`src/cfm_pkg.sv`:
```
// Package with register map, field layout and event types of the CAN filter mask/status block
package cfm_pkg;
  localparam int unsigned ADDR_W = 8;
  localparam logic [ADDR_W-1:0] STD_CFG_OFFSET = 8'h84;
  localparam logic [ADDR_W-1:0] EXT_CFG_OFFSET = 8'h88;
  localparam logic [ADDR_W-1:0] EXT_MASK_OFFSET = 8'h90;
  localparam logic [ADDR_W-1:0] PRIO_STAT_OFFSET = 8'h94;

  localparam int unsigned EXT_ID_W = 29;
  localparam logic [EXT_ID_W-1:0] EXT_MASK_RESET = 29'h1fffffff;

  localparam int unsigned STD_SIZE_LSB = 16;
  localparam int unsigned STD_SIZE_W = 8;
  localparam int unsigned EXT_SIZE_LSB = 16;
  localparam int unsigned EXT_SIZE_W = 7;
  localparam int unsigned START_ADDR_LSB = 2;
  localparam int unsigned START_ADDR_W = 14;
  localparam logic [STD_SIZE_W-1:0] STD_SIZE_MAX = 8'h80;
  localparam logic [EXT_SIZE_W-1:0] EXT_SIZE_MAX = 7'h40;
  localparam logic [STD_SIZE_W-1:0] STD_SIZE_RESET = 8'h00;
  localparam logic [EXT_SIZE_W-1:0] EXT_SIZE_RESET = 7'h00;
  localparam logic [START_ADDR_W-1:0] START_ADDR_RESET = 14'h0000;

  typedef enum logic [1:0] {
    CFM_NO_FIFO,
    CFM_FIFO_LOST,
    CFM_IN_FIFO0,
    CFM_IN_FIFO1
  } cfm_outcome_t;

  // Packed in the exact bit order of the status word, bits 15 down to 0
  typedef struct packed {
    logic matched_list_select;
    logic [6:0] matched_element_index;
    cfm_outcome_t storage_outcome;
    logic [5:0] fifo_element_index;
  } cfm_prio_evt_t;

  localparam cfm_prio_evt_t PRIO_STAT_RESET = 16'h0000;
endpackage

```
`src/cfm_filter_mask_status.sv`:
```
// Extended-ID acceptance mask, list sizes and priority-match status register
// What this block does
// - Received extended ID is ANDed with the 29-bit mask before comparison.
// - Mask resets to all ones in 29 bits, then it has no effect.
// - Status register updates on every priority-event filter element match whose index is below the active list size.
// - Status bit 15 gives list: 0 standard, 1 extended.
// - Status bits 14..8 give matching element index, below the list size.
// - Status bits 7..6 give storage outcome: none, lost, FIFO 0, FIFO 1.
// - Status bits 5..0 give FIFO element index, meaningful when bit 7 set.
// - Standard list size 0..128, larger values act as 128, bounding index.
// - Extended list size 0..64, larger values act as 64, bounding index.
module cfm_filter_mask_status (
  input wire logic clk,
  input wire logic sys_rst,
  input wire logic [cfm_pkg::ADDR_W-1:0] reg_addr,
  input wire logic [31:0] reg_wdata,
  input wire logic reg_wr,
  input wire logic reg_rd,
  output logic [31:0] reg_rdata,
  input wire logic [cfm_pkg::EXT_ID_W-1:0] rx_ext_id,
  input wire logic [cfm_pkg::EXT_ID_W-1:0] filt_ext_id,
  output logic [cfm_pkg::EXT_ID_W-1:0] masked_ext_id,
  output logic ext_id_match,
  output logic [cfm_pkg::STD_SIZE_W-1:0] std_list_size,
  output logic [cfm_pkg::EXT_SIZE_W-1:0] ext_list_size,
  input wire logic prio_evt_valid,
  input wire cfm_pkg::cfm_prio_evt_t prio_evt
);
  import cfm_pkg::*;

  logic [EXT_ID_W-1:0] ext_id_mask_value_ff, nxt_ext_id_mask_value;
  logic [STD_SIZE_W-1:0] std_size_ff, nxt_std_size;
  logic [EXT_SIZE_W-1:0] ext_size_ff, nxt_ext_size;
  logic [START_ADDR_W-1:0] std_start_ff, nxt_std_start;
  logic [START_ADDR_W-1:0] ext_start_ff, nxt_ext_start;
  cfm_prio_evt_t prio_stat_ff, nxt_prio_stat;
  logic [31:0] rdata_ff, nxt_rdata;
  logic [EXT_ID_W-1:0] masked_ff, nxt_masked;
  logic match_ff, nxt_match;
  logic evt_in_range;

  // Programmed sizes above the list capacity act as the capacity
  assign std_list_size = (std_size_ff > STD_SIZE_MAX) ? STD_SIZE_MAX : std_size_ff;
  assign ext_list_size = (ext_size_ff > EXT_SIZE_MAX) ? EXT_SIZE_MAX : ext_size_ff;

  // An index past the active list size cannot come from a real match, so it is dropped
  always_comb begin
    if (prio_evt.matched_list_select) begin
      evt_in_range = prio_evt.matched_element_index < ext_list_size;
    end else begin
      evt_in_range = {1'b0, prio_evt.matched_element_index} < std_list_size;
    end
  end

  // Register writes and status capture
  always_comb begin
    nxt_ext_id_mask_value = ext_id_mask_value_ff;
    nxt_std_size = std_size_ff;
    nxt_ext_size = ext_size_ff;
    nxt_std_start = std_start_ff;
    nxt_ext_start = ext_start_ff;
    nxt_prio_stat = prio_stat_ff;
    if (reg_wr) begin
      if (reg_addr == EXT_MASK_OFFSET) begin
        nxt_ext_id_mask_value = reg_wdata[EXT_ID_W-1:0];
      end else if (reg_addr == STD_CFG_OFFSET) begin
        nxt_std_size = reg_wdata[STD_SIZE_LSB +: STD_SIZE_W];
        nxt_std_start = reg_wdata[START_ADDR_LSB +: START_ADDR_W];
      end else if (reg_addr == EXT_CFG_OFFSET) begin
        nxt_ext_size = reg_wdata[EXT_SIZE_LSB +: EXT_SIZE_W];
        nxt_ext_start = reg_wdata[START_ADDR_LSB +: START_ADDR_W];
      end
    end
    // Status is read-only; hardware alone updates it
    if (prio_evt_valid && evt_in_range) begin
      nxt_prio_stat.matched_list_select = prio_evt.matched_list_select;
      nxt_prio_stat.matched_element_index = prio_evt.matched_element_index;
      nxt_prio_stat.storage_outcome = prio_evt.storage_outcome;
      // Index is cleared when no FIFO holds the message, so stale values never show
      if (prio_evt.storage_outcome[1]) begin
        nxt_prio_stat.fifo_element_index = prio_evt.fifo_element_index;
      end else begin
        nxt_prio_stat.fifo_element_index = 6'h00;
      end
    end
  end

  always_ff @(posedge clk or posedge sys_rst) begin
    if (sys_rst) begin
      ext_id_mask_value_ff <= EXT_MASK_RESET;
      std_size_ff <= STD_SIZE_RESET;
      ext_size_ff <= EXT_SIZE_RESET;
      std_start_ff <= START_ADDR_RESET;
      ext_start_ff <= START_ADDR_RESET;
      prio_stat_ff <= PRIO_STAT_RESET;
    end else begin
      ext_id_mask_value_ff <= nxt_ext_id_mask_value;
      std_size_ff <= nxt_std_size;
      ext_size_ff <= nxt_ext_size;
      std_start_ff <= nxt_std_start;
      ext_start_ff <= nxt_ext_start;
      prio_stat_ff <= nxt_prio_stat;
    end
  end

  // Read mux: unmapped offsets and reserved bits read as zero
  always_comb begin
    nxt_rdata = 32'h0000_0000;
    if (reg_rd) begin
      if (reg_addr == EXT_MASK_OFFSET) begin
        nxt_rdata = {3'h0, ext_id_mask_value_ff};
      end else if (reg_addr == PRIO_STAT_OFFSET) begin
        nxt_rdata = {16'h0000, prio_stat_ff};
      end else if (reg_addr == STD_CFG_OFFSET) begin
        nxt_rdata = {8'h00, std_size_ff, std_start_ff, 2'h0};
      end else if (reg_addr == EXT_CFG_OFFSET) begin
        nxt_rdata = {9'h000, ext_size_ff, ext_start_ff, 2'h0};
      end
    end
  end

  // Mask path: don't-care bits drop out of both sides of the compare
  always_comb begin
    nxt_masked = rx_ext_id & ext_id_mask_value_ff;
    nxt_match = (nxt_masked == (filt_ext_id & ext_id_mask_value_ff));
  end

  always_ff @(posedge clk or posedge sys_rst) begin
    if (sys_rst) begin
      rdata_ff <= 32'h0000_0000;
      masked_ff <= {EXT_ID_W{1'b0}};
      match_ff <= 1'b0;
    end else begin
      rdata_ff <= nxt_rdata;
      masked_ff <= nxt_masked;
      match_ff <= nxt_match;
    end
  end

  assign reg_rdata = rdata_ff;
  assign masked_ext_id = masked_ff;
  assign ext_id_match = match_ff;

  property p_mask_and;
    @(posedge clk) disable iff (sys_rst)
      ##1 masked_ext_id == ($past(rx_ext_id) & $past(ext_id_mask_value_ff));
  endproperty
  a_mask_and: assert property (p_mask_and) else $error("masked id not rx id AND mask");

  property p_mask_write;
    @(posedge clk) disable iff (sys_rst)
      (reg_wr && reg_addr == EXT_MASK_OFFSET) ##1 reg_rd && reg_addr == EXT_MASK_OFFSET
      |=> reg_rdata == {3'h0, $past(reg_wdata[EXT_ID_W-1:0], 2)};
  endproperty
  a_mask_write: assert property (p_mask_write) else $error("mask readback differs from write");

  property p_dont_care;
    @(posedge clk) disable iff (sys_rst)
      ((rx_ext_id ^ filt_ext_id) & ext_id_mask_value_ff) == {EXT_ID_W{1'b0}} |=> ext_id_match;
  endproperty
  a_dont_care: assert property (p_dont_care) else $error("masked-off difference broke match");

  property p_stat_update;
    @(posedge clk) disable iff (sys_rst)
      prio_evt_valid && evt_in_range |=> prio_stat_ff.matched_list_select ==
        $past(prio_evt.matched_list_select) && prio_stat_ff.matched_element_index ==
        $past(prio_evt.matched_element_index);
  endproperty
  a_stat_update: assert property (p_stat_update) else $error("status list or index not captured");

  property p_outcome;
    @(posedge clk) disable iff (sys_rst)
      prio_evt_valid && evt_in_range |=> prio_stat_ff.storage_outcome == $past(prio_evt.storage_outcome);
  endproperty
  a_outcome: assert property (p_outcome) else $error("storage outcome not captured");

  property p_fifo_idx;
    @(posedge clk) disable iff (sys_rst)
      !prio_stat_ff.storage_outcome[1] |-> prio_stat_ff.fifo_element_index == 6'h00;
  endproperty
  a_fifo_idx: assert property (p_fifo_idx) else $error("fifo index set without FIFO storage");

  property p_stat_hold;
    @(posedge clk) disable iff (sys_rst)
      !(prio_evt_valid && evt_in_range) |=> $stable(prio_stat_ff);
  endproperty
  a_stat_hold: assert property (p_stat_hold) else $error("status changed without an event");

  property p_std_bound;
    @(posedge clk) disable iff (sys_rst)
      std_list_size <= STD_SIZE_MAX && (std_size_ff <= STD_SIZE_MAX || std_list_size == STD_SIZE_MAX);
  endproperty
  a_std_bound: assert property (p_std_bound) else $error("standard list size not clamped");

  property p_ext_bound;
    @(posedge clk) disable iff (sys_rst)
      ext_list_size <= EXT_SIZE_MAX && (ext_size_ff <= EXT_SIZE_MAX || ext_list_size == EXT_SIZE_MAX);
  endproperty
  a_ext_bound: assert property (p_ext_bound) else $error("extended list size not clamped");

  property p_idx_reject;
    @(posedge clk) disable iff (sys_rst)
      prio_evt_valid && prio_evt.matched_list_select &&
        prio_evt.matched_element_index >= ext_list_size |=> $stable(prio_stat_ff);
  endproperty
  a_idx_reject: assert property (p_idx_reject) else $error("out-of-range index stored");

  property p_stat_read;
    @(posedge clk) disable iff (sys_rst)
      reg_rd && reg_addr == PRIO_STAT_OFFSET |=> reg_rdata == {16'h0000, $past(prio_stat_ff)};
  endproperty
  a_stat_read: assert property (p_stat_read) else $error("status read data wrong");

  // No reset guard here: the first edge after release must already see the all-ones mask
  property p_mask_reset;
    @(posedge clk) $fell(sys_rst) |-> ext_id_mask_value_ff == EXT_MASK_RESET;
  endproperty
  a_mask_reset: assert property (p_mask_reset) else $error("mask reset value wrong");

  property p_mask_rd;
    @(posedge clk) disable iff (sys_rst)
      reg_rd && reg_addr == EXT_MASK_OFFSET |=>
        reg_rdata == {3'h0, $past(ext_id_mask_value_ff)};
  endproperty
  a_mask_rd: assert property (p_mask_rd) else $error("mask read data wrong");

  property p_ones_pass;
    @(posedge clk) disable iff (sys_rst)
      ext_id_mask_value_ff == EXT_MASK_RESET |=>
        ext_id_match == ($past(rx_ext_id) == $past(filt_ext_id));
  endproperty
  a_ones_pass: assert property (p_ones_pass) else $error("full mask altered match");

  property p_mismatch;
    @(posedge clk) disable iff (sys_rst)
      ((rx_ext_id ^ filt_ext_id) & ext_id_mask_value_ff) != {EXT_ID_W{1'b0}} |=>
        !ext_id_match;
  endproperty
  a_mismatch: assert property (p_mismatch) else $error("unmasked difference matched");

  property p_std_pass;
    @(posedge clk) disable iff (sys_rst)
      std_size_ff <= STD_SIZE_MAX |-> std_list_size == std_size_ff;
  endproperty
  a_std_pass: assert property (p_std_pass) else $error("standard size altered");

  property p_ext_pass;
    @(posedge clk) disable iff (sys_rst)
      ext_size_ff <= EXT_SIZE_MAX |-> ext_list_size == ext_size_ff;
  endproperty
  a_ext_pass: assert property (p_ext_pass) else $error("extended size altered");

  property p_std_reject;
    @(posedge clk) disable iff (sys_rst)
      prio_evt_valid && !prio_evt.matched_list_select &&
        {1'b0, prio_evt.matched_element_index} >= std_list_size |=> $stable(prio_stat_ff);
  endproperty
  a_std_reject: assert property (p_std_reject) else $error("late std index stored");

  property p_stat_wr;
    @(posedge clk) disable iff (sys_rst)
      reg_wr && reg_addr == PRIO_STAT_OFFSET && !prio_evt_valid |=> $stable(prio_stat_ff);
  endproperty
  a_stat_wr: assert property (p_stat_wr) else $error("status took a bus write");

  property p_fifo_keep;
    @(posedge clk) disable iff (sys_rst)
      prio_evt_valid && evt_in_range && prio_evt.storage_outcome[1] |=>
        prio_stat_ff.fifo_element_index == $past(prio_evt.fifo_element_index);
  endproperty
  a_fifo_keep: assert property (p_fifo_keep) else $error("fifo index not captured");

  property p_list_bit;
    @(posedge clk) disable iff (sys_rst)
      reg_rd && reg_addr == PRIO_STAT_OFFSET |=>
        reg_rdata[15] == $past(prio_stat_ff.matched_list_select) &&
        reg_rdata[31:16] == 16'h0000;
  endproperty
  a_list_bit: assert property (p_list_bit) else $error("list bit misplaced");

  property p_idx_field;
    @(posedge clk) disable iff (sys_rst)
      reg_rd && reg_addr == PRIO_STAT_OFFSET |=>
        reg_rdata[14:8] == $past(prio_stat_ff.matched_element_index);
  endproperty
  a_idx_field: assert property (p_idx_field) else $error("index field misplaced");

  property p_outcome_field;
    @(posedge clk) disable iff (sys_rst)
      reg_rd && reg_addr == PRIO_STAT_OFFSET |=>
        reg_rdata[7:6] == $past(prio_stat_ff.storage_outcome);
  endproperty
  a_outcome_field: assert property (p_outcome_field) else $error("outcome misplaced");

  property p_std_read;
    @(posedge clk) disable iff (sys_rst)
      reg_rd && reg_addr == STD_CFG_OFFSET |=>
        reg_rdata[STD_SIZE_LSB +: STD_SIZE_W] == $past(std_size_ff);
  endproperty
  a_std_read: assert property (p_std_read) else $error("standard size read wrong");

  property p_ext_read;
    @(posedge clk) disable iff (sys_rst)
      reg_rd && reg_addr == EXT_CFG_OFFSET |=>
        reg_rdata[EXT_SIZE_LSB +: EXT_SIZE_W] == $past(ext_size_ff);
  endproperty
  a_ext_read: assert property (p_ext_read) else $error("extended size read wrong");

  property p_rdata_idle;
    @(posedge clk) disable iff (sys_rst)
      !reg_rd |=> reg_rdata == 32'h0000_0000;
  endproperty
  a_rdata_idle: assert property (p_rdata_idle) else $error("read data outside a read");

  c_fifo1: cover property (@(posedge clk) disable iff (sys_rst)
    prio_evt_valid && evt_in_range && prio_evt.storage_outcome == CFM_IN_FIFO1);
  c_ext_list: cover property (@(posedge clk) disable iff (sys_rst)
    prio_evt_valid && evt_in_range && prio_evt.matched_list_select);
  c_masked_match: cover property (@(posedge clk) disable iff (sys_rst)
    ext_id_match && ext_id_mask_value_ff != EXT_MASK_RESET);
  c_idx_drop: cover property (@(posedge clk) disable iff (sys_rst)
    prio_evt_valid && !evt_in_range);
  c_wr_then_rd: cover property (@(posedge clk) disable iff (sys_rst)
    reg_wr ##1 reg_rd);
endmodule

```
`config.mk`:
```
export PLATFORM = sky130hd
export DESIGN_NAME = cfm_filter_mask_status
export DESIGN_NICKNAME = d
export VERILOG_FILES = /design/src/cfm_pkg.sv /design/src/cfm_filter_mask_status.sv
export SDC_FILE = /design/constraint.sdc
export NUM_CORES = 1
export LEC_CHECK = 0
export ABC_AREA = 1
export BUFFER_PORTS_ARGS = -buffer_cell sky130_fd_sc_hd__buf_2
export CORE_MARGIN = 1
export CORE_UTILIZATION = 50
export DETAILED_ROUTE_END_ITERATION = 10
export GPL_TIMING_DRIVEN = 0
export HOLD_SLACK_MARGIN = 0.05
export PLACE_DENSITY = 0.78
export SYNTH_ARGS = -nofsm -noshare
export SYNTH_HDL_FRONTEND = slang
export SYNTH_SLANG_ARGS = --single-unit
```
`constraint.sdc`:
```
create_clock -name clk -period 5.79 [get_ports clk]
set_input_delay 0.579 -clock clk [delete_from_list [all_inputs] [get_ports clk]]
set_output_delay 0.579 -clock clk [all_outputs]
set_load 0.02 [all_outputs]
```
==> results of run 1 <==
-- cell type report --
cell class	count	area [um2]
Fill cell	1053	4300
Antenna cell	2	5.00
Tap cell	172	215
Inverter	107	407
Clock inverter	14	186
Clock buffer	18	439
Timing Repair Buffer	189	968
Buffer	30	170
Sequential cell	147	3710
Multi-Input combinational cell	477	2420
-- state kept, by name (all words and copies together) (netlist names), 7 cells and up --
register,count
ext_start_ff,14
ext_size_ff,7
ext_id_mask_value_ff,29
prio_stat_ff,16
masked_ext_id,29
std_size_ff,8
std_start_ff,14
reg_rdata,29
-- where the power goes --
part           internal (mW)  switching (mW)  total (mW)  leakage (nW)
Sequential              1.09          0.0419        1.13          1.91
Clock                  0.730           0.436        1.17         0.305
Combinational         0.0966           0.149       0.246          2.46
Total                   1.91           0.627        2.54          4.67
-- layer usage --
layer | vias up | share of wire | wire, um | track usage
met4 | 0 | 0.023 | 420 | 0.108
met5 | - | 0 | 0 | 0
met3 | 28 | 0.073 | 1340 | 0.0528
met1 | 2784 | 0.42 | 7830 | 0.372
li1 | 2838 | - | - | -
met2 | 312 | 0.48 | 8840 | 0.436
-- path summary, 6_finish.rpt --
| check | cells after the start | startpoint | end |
|---|---|---|---|
| worst max register to register | 16 | ext_size_ff[0] | prio_stat_ff[1] |
| worst min register to register | 2 | ext_id_mask_value_ff[25] | masked_ext_id[25] |
| max in group asynchronous | 3 | sys_rst | ext_id_mask_value_ff[20] |
| min in group clk | 3 | rx_ext_id[25] | masked_ext_id[25] |
| worst min-delay path | 2 | sys_rst | masked_ext_id[20] |
| worst max-delay path | 16 | ext_size_ff[0] | prio_stat_ff[1] |
-- through the flow --
stage | cells | power (mW) | hold WS, ns | util
floorplan | 761 | 1.27 | 0.442 | -
global placement | 1121 | 1.38 | 0.461 | 0.613
detailed placement | 1122 | 1.39 | 0.466 | 0.616
CTS | 1154 | 2.54 | 0.262 | 0.664
global route | 1156 | 2.63 | 0.291 | 0.665
finish | 1156 | 2.54 | 0.248 | 0.665
-- worst register-to-register path, stage by stage (launching register included) --
cell and delay (ns):
dfrtp_1 0.42, nor2_1 0.12, nand4_1 0.08, nand2_1 0.09, inv_1 0.09, nor2_1 0.18, inv_1 0.07, ha_1 0.31
a21oi_1 0.14, nor2_1 0.09, a211oi_4 0.16, nand2_2 0.10, a21boi_4 0.28, nand2_4 0.12, buf_6 0.15, nand2_1 0.06
nand2_1 0.05
-- logic make-up (layout without fill, tap and decap cells) --
kind of cell | count (synthesis) | in the layout | share of synthesized area
compound gates | 136 | 136 | 0.120
fa+ha+maj | 12 | 12 | 0.0224
other cells | 1 | 5 | 0.000560
simple gates | 301 | 301 | 0.183
xor+xnor | 23 | 23 | 0.0301
buf+inv | 137 | 358 | 0.0854
mux | 2 | 2 | 0.00336
flops | 147 | 147 | 0.555
-- cell usage in the layout (no fill, tap or decap), drive strengths merged --
| cell | instances |
|---|---|
| bufinv | 4 |
| conb | 3 |
| o22ai | 8 |
| buf | 210 |
| o221ai | 8 |
| o21ai | 78 |
| a221oi | 1 |
| a21boi | 1 |
| clkinvlp | 2 |
| a211oi | 2 |
| inv | 107 |
| nand4 | 2 |
| nor4 | 3 |
| dfrtp | 118 |
| a22oi | 2 |
| a21o | 1 |
| nand2 | 216 |
| nand3 | 26 |
| and3 | 1 |
| a31oi | 8 |
| clkinv | 8 |
| xnor2 | 3 |
| clkbuf | 27 |
| o2111ai | 2 |
| ha | 12 |
| nor2 | 53 |
| diode | 2 |
| a21oi | 19 |
| a311oi | 6 |
| dfstp | 29 |
| xor2 | 20 |
| mux2 | 2 |
==> out/results.ini, run 1 <==
[outcome]
status=complete, no violations

[worst_setup_path]
cp-end-kind=flop
slowest_delay_ns=0.42
arrival_ns=2.92
r2r_slack_ns=3.18
start_kind=flop
critPathMaxFanout=10
crit_family=simple AND/OR/NAND/NOR gates
worstSetupPathType=flop to flop
crit_slowest_cell=dfrtp_1
path_cells=nor2_1 > nand4_1 > nand2_1 > inv_1 > nor2_1 > inv_1 > ha_1 > a21oi_1 > nor2_1 > a211oi_4 > nand2_2 > a21boi_4 > nand2_4 > buf_6 > nand2_1 > nand2_1
crit_required_ns=6.10
critical_path_buf_inv_count=3

[cts]
cts_sinks=147
htreeDepth=4
cts_root_buffer=clkbuf_16
clk-insertion-delay-late_ns=0.42
hold_buffers=0
cts_buffers=17
clockBufferDepth=2
postCtsSetupRepairBufs=0
cts_tree=built
path_clk_slew_ns=0.06
cts.repair.resized=0

[floorplan]
start_util=0.522
rows=41
die_area_um2=13900
ioPinCount=196
die_x_um=118
coreArea_um2=12800
die_y_um=118

[timing]
rsz0062_at_grt=false
maxSlewViolCount=0
layout_setup_ws_ns=3.18
setup_viol_count_final=0
period_needed_ns=2.61
relSlewSlack=0.601
finalHoldViolCount=0
tightest_slew_ns=0.598
fin_skew_ns=0.00634
fin_crit_sh=0.450
setup_tns_ns=0
fmax_mhz=384

[grt]
grt.overflow.total=0
grt_use_total=0.275
grt_pass1_wl_mm=29.4
grt_antenna_before_repair=2
grt_pass1_vias=5647
grt_max_degree=81

[routing]
wl_per_cell_um=15.9
viasPerCell=5.16
drc_errors=0
firstDrtPassIters=7
routed_wirelength_mm=18.4
vias=5962
ant_nets=0
drtIter0Drc=634

[logic_synthesis]
synth.distinct_cells=39
synth-edff-count=0
synth_ff_type=dfrtp_1
synth_area_leaders=dfrtp_1, nand2_1, dfstp_2, inv_1, o21ai_1
syn_inst=759
yosys.cell_count.top_type=nand2_1
synth_area_um2=6700
ys_top_cells_by_count=nand2_1, dfrtp_1, inv_1, o21ai_1, nor2_1
synth_top_area_cell=dfrtp_1
async_reset_ff_frac=1.00
synth_top_area_frac=0.441
synth_warnings=0
ys_seq_elements=147
yosysSeqAreaShare=0.555
syn_avg_cell_area_um2=8.83

[power_and_ir_drop]
ir_worst_vdd_uv=229
p_leak_nw=4.67
p_per_area_nw_per_um2=298

[place]
gp_congestion=0.908
place_area_um2=7900
hpwlAfterDp_mm=13.7
port_buffers=188
place_ws_ns=3.24

[final_layout]
layout-drive-gt1-share=0.300
nNetsFinal=1100
syn_to_final_growth_pct=27.3
fin_area_um2=8530

[run]
max_cap_violations=0

[min_path]
min_path_type=primary input to asynchronous set/reset pin

Power figures use the tool's default switching activity.
==> inputs of run 2 (changes only) <==
- CORE_UTILIZATION: 50 -> 47
- PLACE_DENSITY: 0.78 -> 0.76
- clock period: 5.79 -> 2.3 ns (I/O delays scaled with it)
==> run 2 against run 1 <==
Compared with the run above:
- the flow now finishes with violations (negative setup slack)
- combinational power rose to 3.0 times the previous value
- wire length rose by 7.4%
- count of clock-buffer cells in the layout grew 2
- global-route usage up 0.52 points
- core utilization decreased by 0.43 points
- clock skew up 0.0023 ns
- power rose to 2.6 times the previous value
- non-clock buffer count up 50
- first-iteration DRC count fell by 18%
- register-to-register slack worse by 3.3 ns
- cell area up 7.5%
- largest cell class unchanged
==> out/results.ini, run 2 (same netlist as run 1, synthesis figures left out) <==
[timing]
layout_setup_ws_ns=-0.0700  ; -3.25 ns
finalHoldViolCount=0  ; unchanged
rsz0062_at_grt=true
period_needed_ns=2.37  ; -0.237 ns
tightest_slew_ns=0.556  ; -0.0425 ns
maxSlewViolCount=0  ; unchanged
fmax_mhz=422  ; +10%
relSlewSlack=0.629  ; +0.0284
fin_crit_sh=1.03  ; +0.580
whs_ns=0.0578  ; -0.190 ns
setup_viol_count_final=16  ; +16
setup_tns_ns=-0.799  ; -0.799 ns
fin_skew_ns=0.00864  ; +0.00230 ns

[final_layout]
nNetsFinal=1150  ; +4.5%
finish.utilization=0.660  ; -0.00433
fill_cells=1107  ; +5.1%
mostFrequentLayoutCells=nand2_1, buf_2, dfrtp_1
instances_no_fill=1213  ; +4.9%
final_common_cell=nand2_1
layout-drive-gt1-share=0.331  ; +0.0310
regArea_um2=3710  ; unchanged
syn_to_final_growth_pct=36.9
multiInputGateArea_um2=2550  ; +5.3%

[cts]
clockBufferDepth=2  ; unchanged
cts_tree=built
cts_sinks=147  ; unchanged
cts_buffers=17  ; unchanged
clk-insertion-delay-late_ns=0.41  ; about the same
path_clk_slew_ns=0.06  ; about the same
htreeDepth=4  ; unchanged
cts_root_buffer=clkbuf_16

[routing]
firstDrtPassIters=5  ; -2
ant_nets=0  ; unchanged
drc_errors=0  ; unchanged
drtIter0Drc=522  ; -18%
routed_wirelength_mm=19.8  ; +7.4%
vias=6275  ; +5.2%
wl_per_cell_um=16.3  ; +2.3%
viasPerCell=5.17  ; +0.30%

[grt]
grtUsageMet3=0.0667  ; +0.0139
use_met2=0.468  ; +0.0316
grt.overflow.total=0  ; unchanged
grt_use_total=0.280  ; +0.00521
grt_pass1_vias=6212  ; +10%
grt_pass1_wl_mm=31.3  ; +6.4%
grt_max_degree=41  ; -49%
grt-busiest-layer=met2
met1_usage=0.355  ; -0.0170
grt_antenna_before_repair=2  ; unchanged

[outcome]
failed_checks=negative setup slack
status=finished with violations

[worst_setup_path]
arrival_ns=2.72  ; -0.20 ns
crit_required_ns=2.65  ; -3.45 ns
crit_family=simple AND/OR/NAND/NOR gates
crit_slowest_cell=dfrtp_1
worstSetupPathType=flop to flop
path_cells=nor2_2 > nand4_1 > nand2_2 > clkinv_4 > nor2_4 > inv_2 > ha_4 > a21oi_2 > nor2_2 > a211oi_4 > nand2_2 > a21boi_4 > buf_6 > buf_6 > nand3_2 > nand2_1
start_kind=flop
critPathMaxFanout=5  ; -5
r2r_slack_ns=-0.07  ; -3.25 ns
slowest_delay_ns=0.41  ; about the same
cp-end-kind=flop
critical_path_buf_inv_count=4  ; +1

[power_and_ir_drop]
p_per_area_nw_per_um2=711  ; +140%
p_leak_nw=4.91  ; +5.1%
power_mw=6.52  ; +160%
ir_worst_vdd_uv=564  ; +150%

[floorplan]
coreArea_um2=13900  ; +8.2%
die_area_um2=14700  ; +6.3%
die_y_um=121  ; +3.1%
rows=43  ; +4.9%
ioPinCount=196  ; unchanged
start_util=0.483  ; -0.0397
die_x_um=121  ; +3.1%

[place]
hpwlAfterDp_mm=14.1  ; +3.0%
dp_cells=1133  ; +0.98%
gp_congestion=0.845  ; -6.9%
port_buffers=188  ; unchanged

[run]
max_cap_violations=0  ; unchanged

[min_path]
min_path_type=primary input to flop

-- run 2: where the power goes --
part	total, mW	internal [mW]	switching, mW
Sequential	2.84	2.73	0.108
Combinational	0.733	0.321	0.411
Clock	2.95	1.88	1.07
-- run 2: what timing repair did --
item,in CTS,in global routing
setup endpoints to repair,16,16
buffers inserted,10,4
gates resized for setup,13,20
hold endpoints to repair,44,0
pin swaps,8,24
cloned,1,1
hold buffers,31,0
-- run 2: worst reg2reg max path, stage by stage, from the launching register on --
cell and delay (ns):
dfrtp_1 0.41, nor2_2 0.13, nand4_1 0.11, nand2_2 0.11
clkinv_4 0.10, nor2_4 0.12, inv_2 0.05, ha_4 0.21
a21oi_2 0.14, nor2_2 0.06, a211oi_4 0.15, nand2_2 0.10
a21boi_4 0.21, buf_6 0.15, buf_6 0.12, nand3_2 0.08
nand2_1 0.07
-- run 2: through the flow --
step / cell area [um2] / worst slack, ns
after global routing: 9170 / -0.183
after CTS: 9050 / 0.000994
after detailed placement: 7980 / -0.276
final: 9170 / -0.0700
after global placement: 7900 / -0.627
after floorplan: 6730 / -0.0749
-- run 2: per-layer routing --
metal | vias up | part of all wire | routed length (um)
met3 | 41 | 0.083 | 1640
met4 | 0 | 0.022 | 432
met1 | 2977 | 0.41 | 8060
met5 | - | 0 | 0
li1 | 2932 | - | -
met2 | 325 | 0.49 | 9650
-- run 2: cell type report --
class                           count  share of cell area
Clock buffer                       20              0.0498
Clock inverter                     12              0.0195
Timing Repair Buffer              239               0.159
Buffer                             30              0.0186
Antenna cell                        1            0.000273
Inverter                          107              0.0448
Sequential cell                   147               0.405
Multi-Input combinational cell    477               0.278
Tap cell                          180              0.0246
-- run 2: path summary, 6_finish.rpt --
check,startpoint,end,cells past startpoint
setup reg to reg,ext_size_ff[4],prio_stat_ff[0],16
min in group asynchronous,sys_rst,masked_ext_id[28],3
max in group asynchronous,sys_rst,ext_id_mask_value_ff[4],5
setup / recovery,ext_size_ff[4],prio_stat_ff[0],16
hold reg to reg,ext_id_mask_value_ff[23],ext_id_mask_value_ff[23],2
hold / removal,reg_wdata[26],ext_id_mask_value_ff[26],3
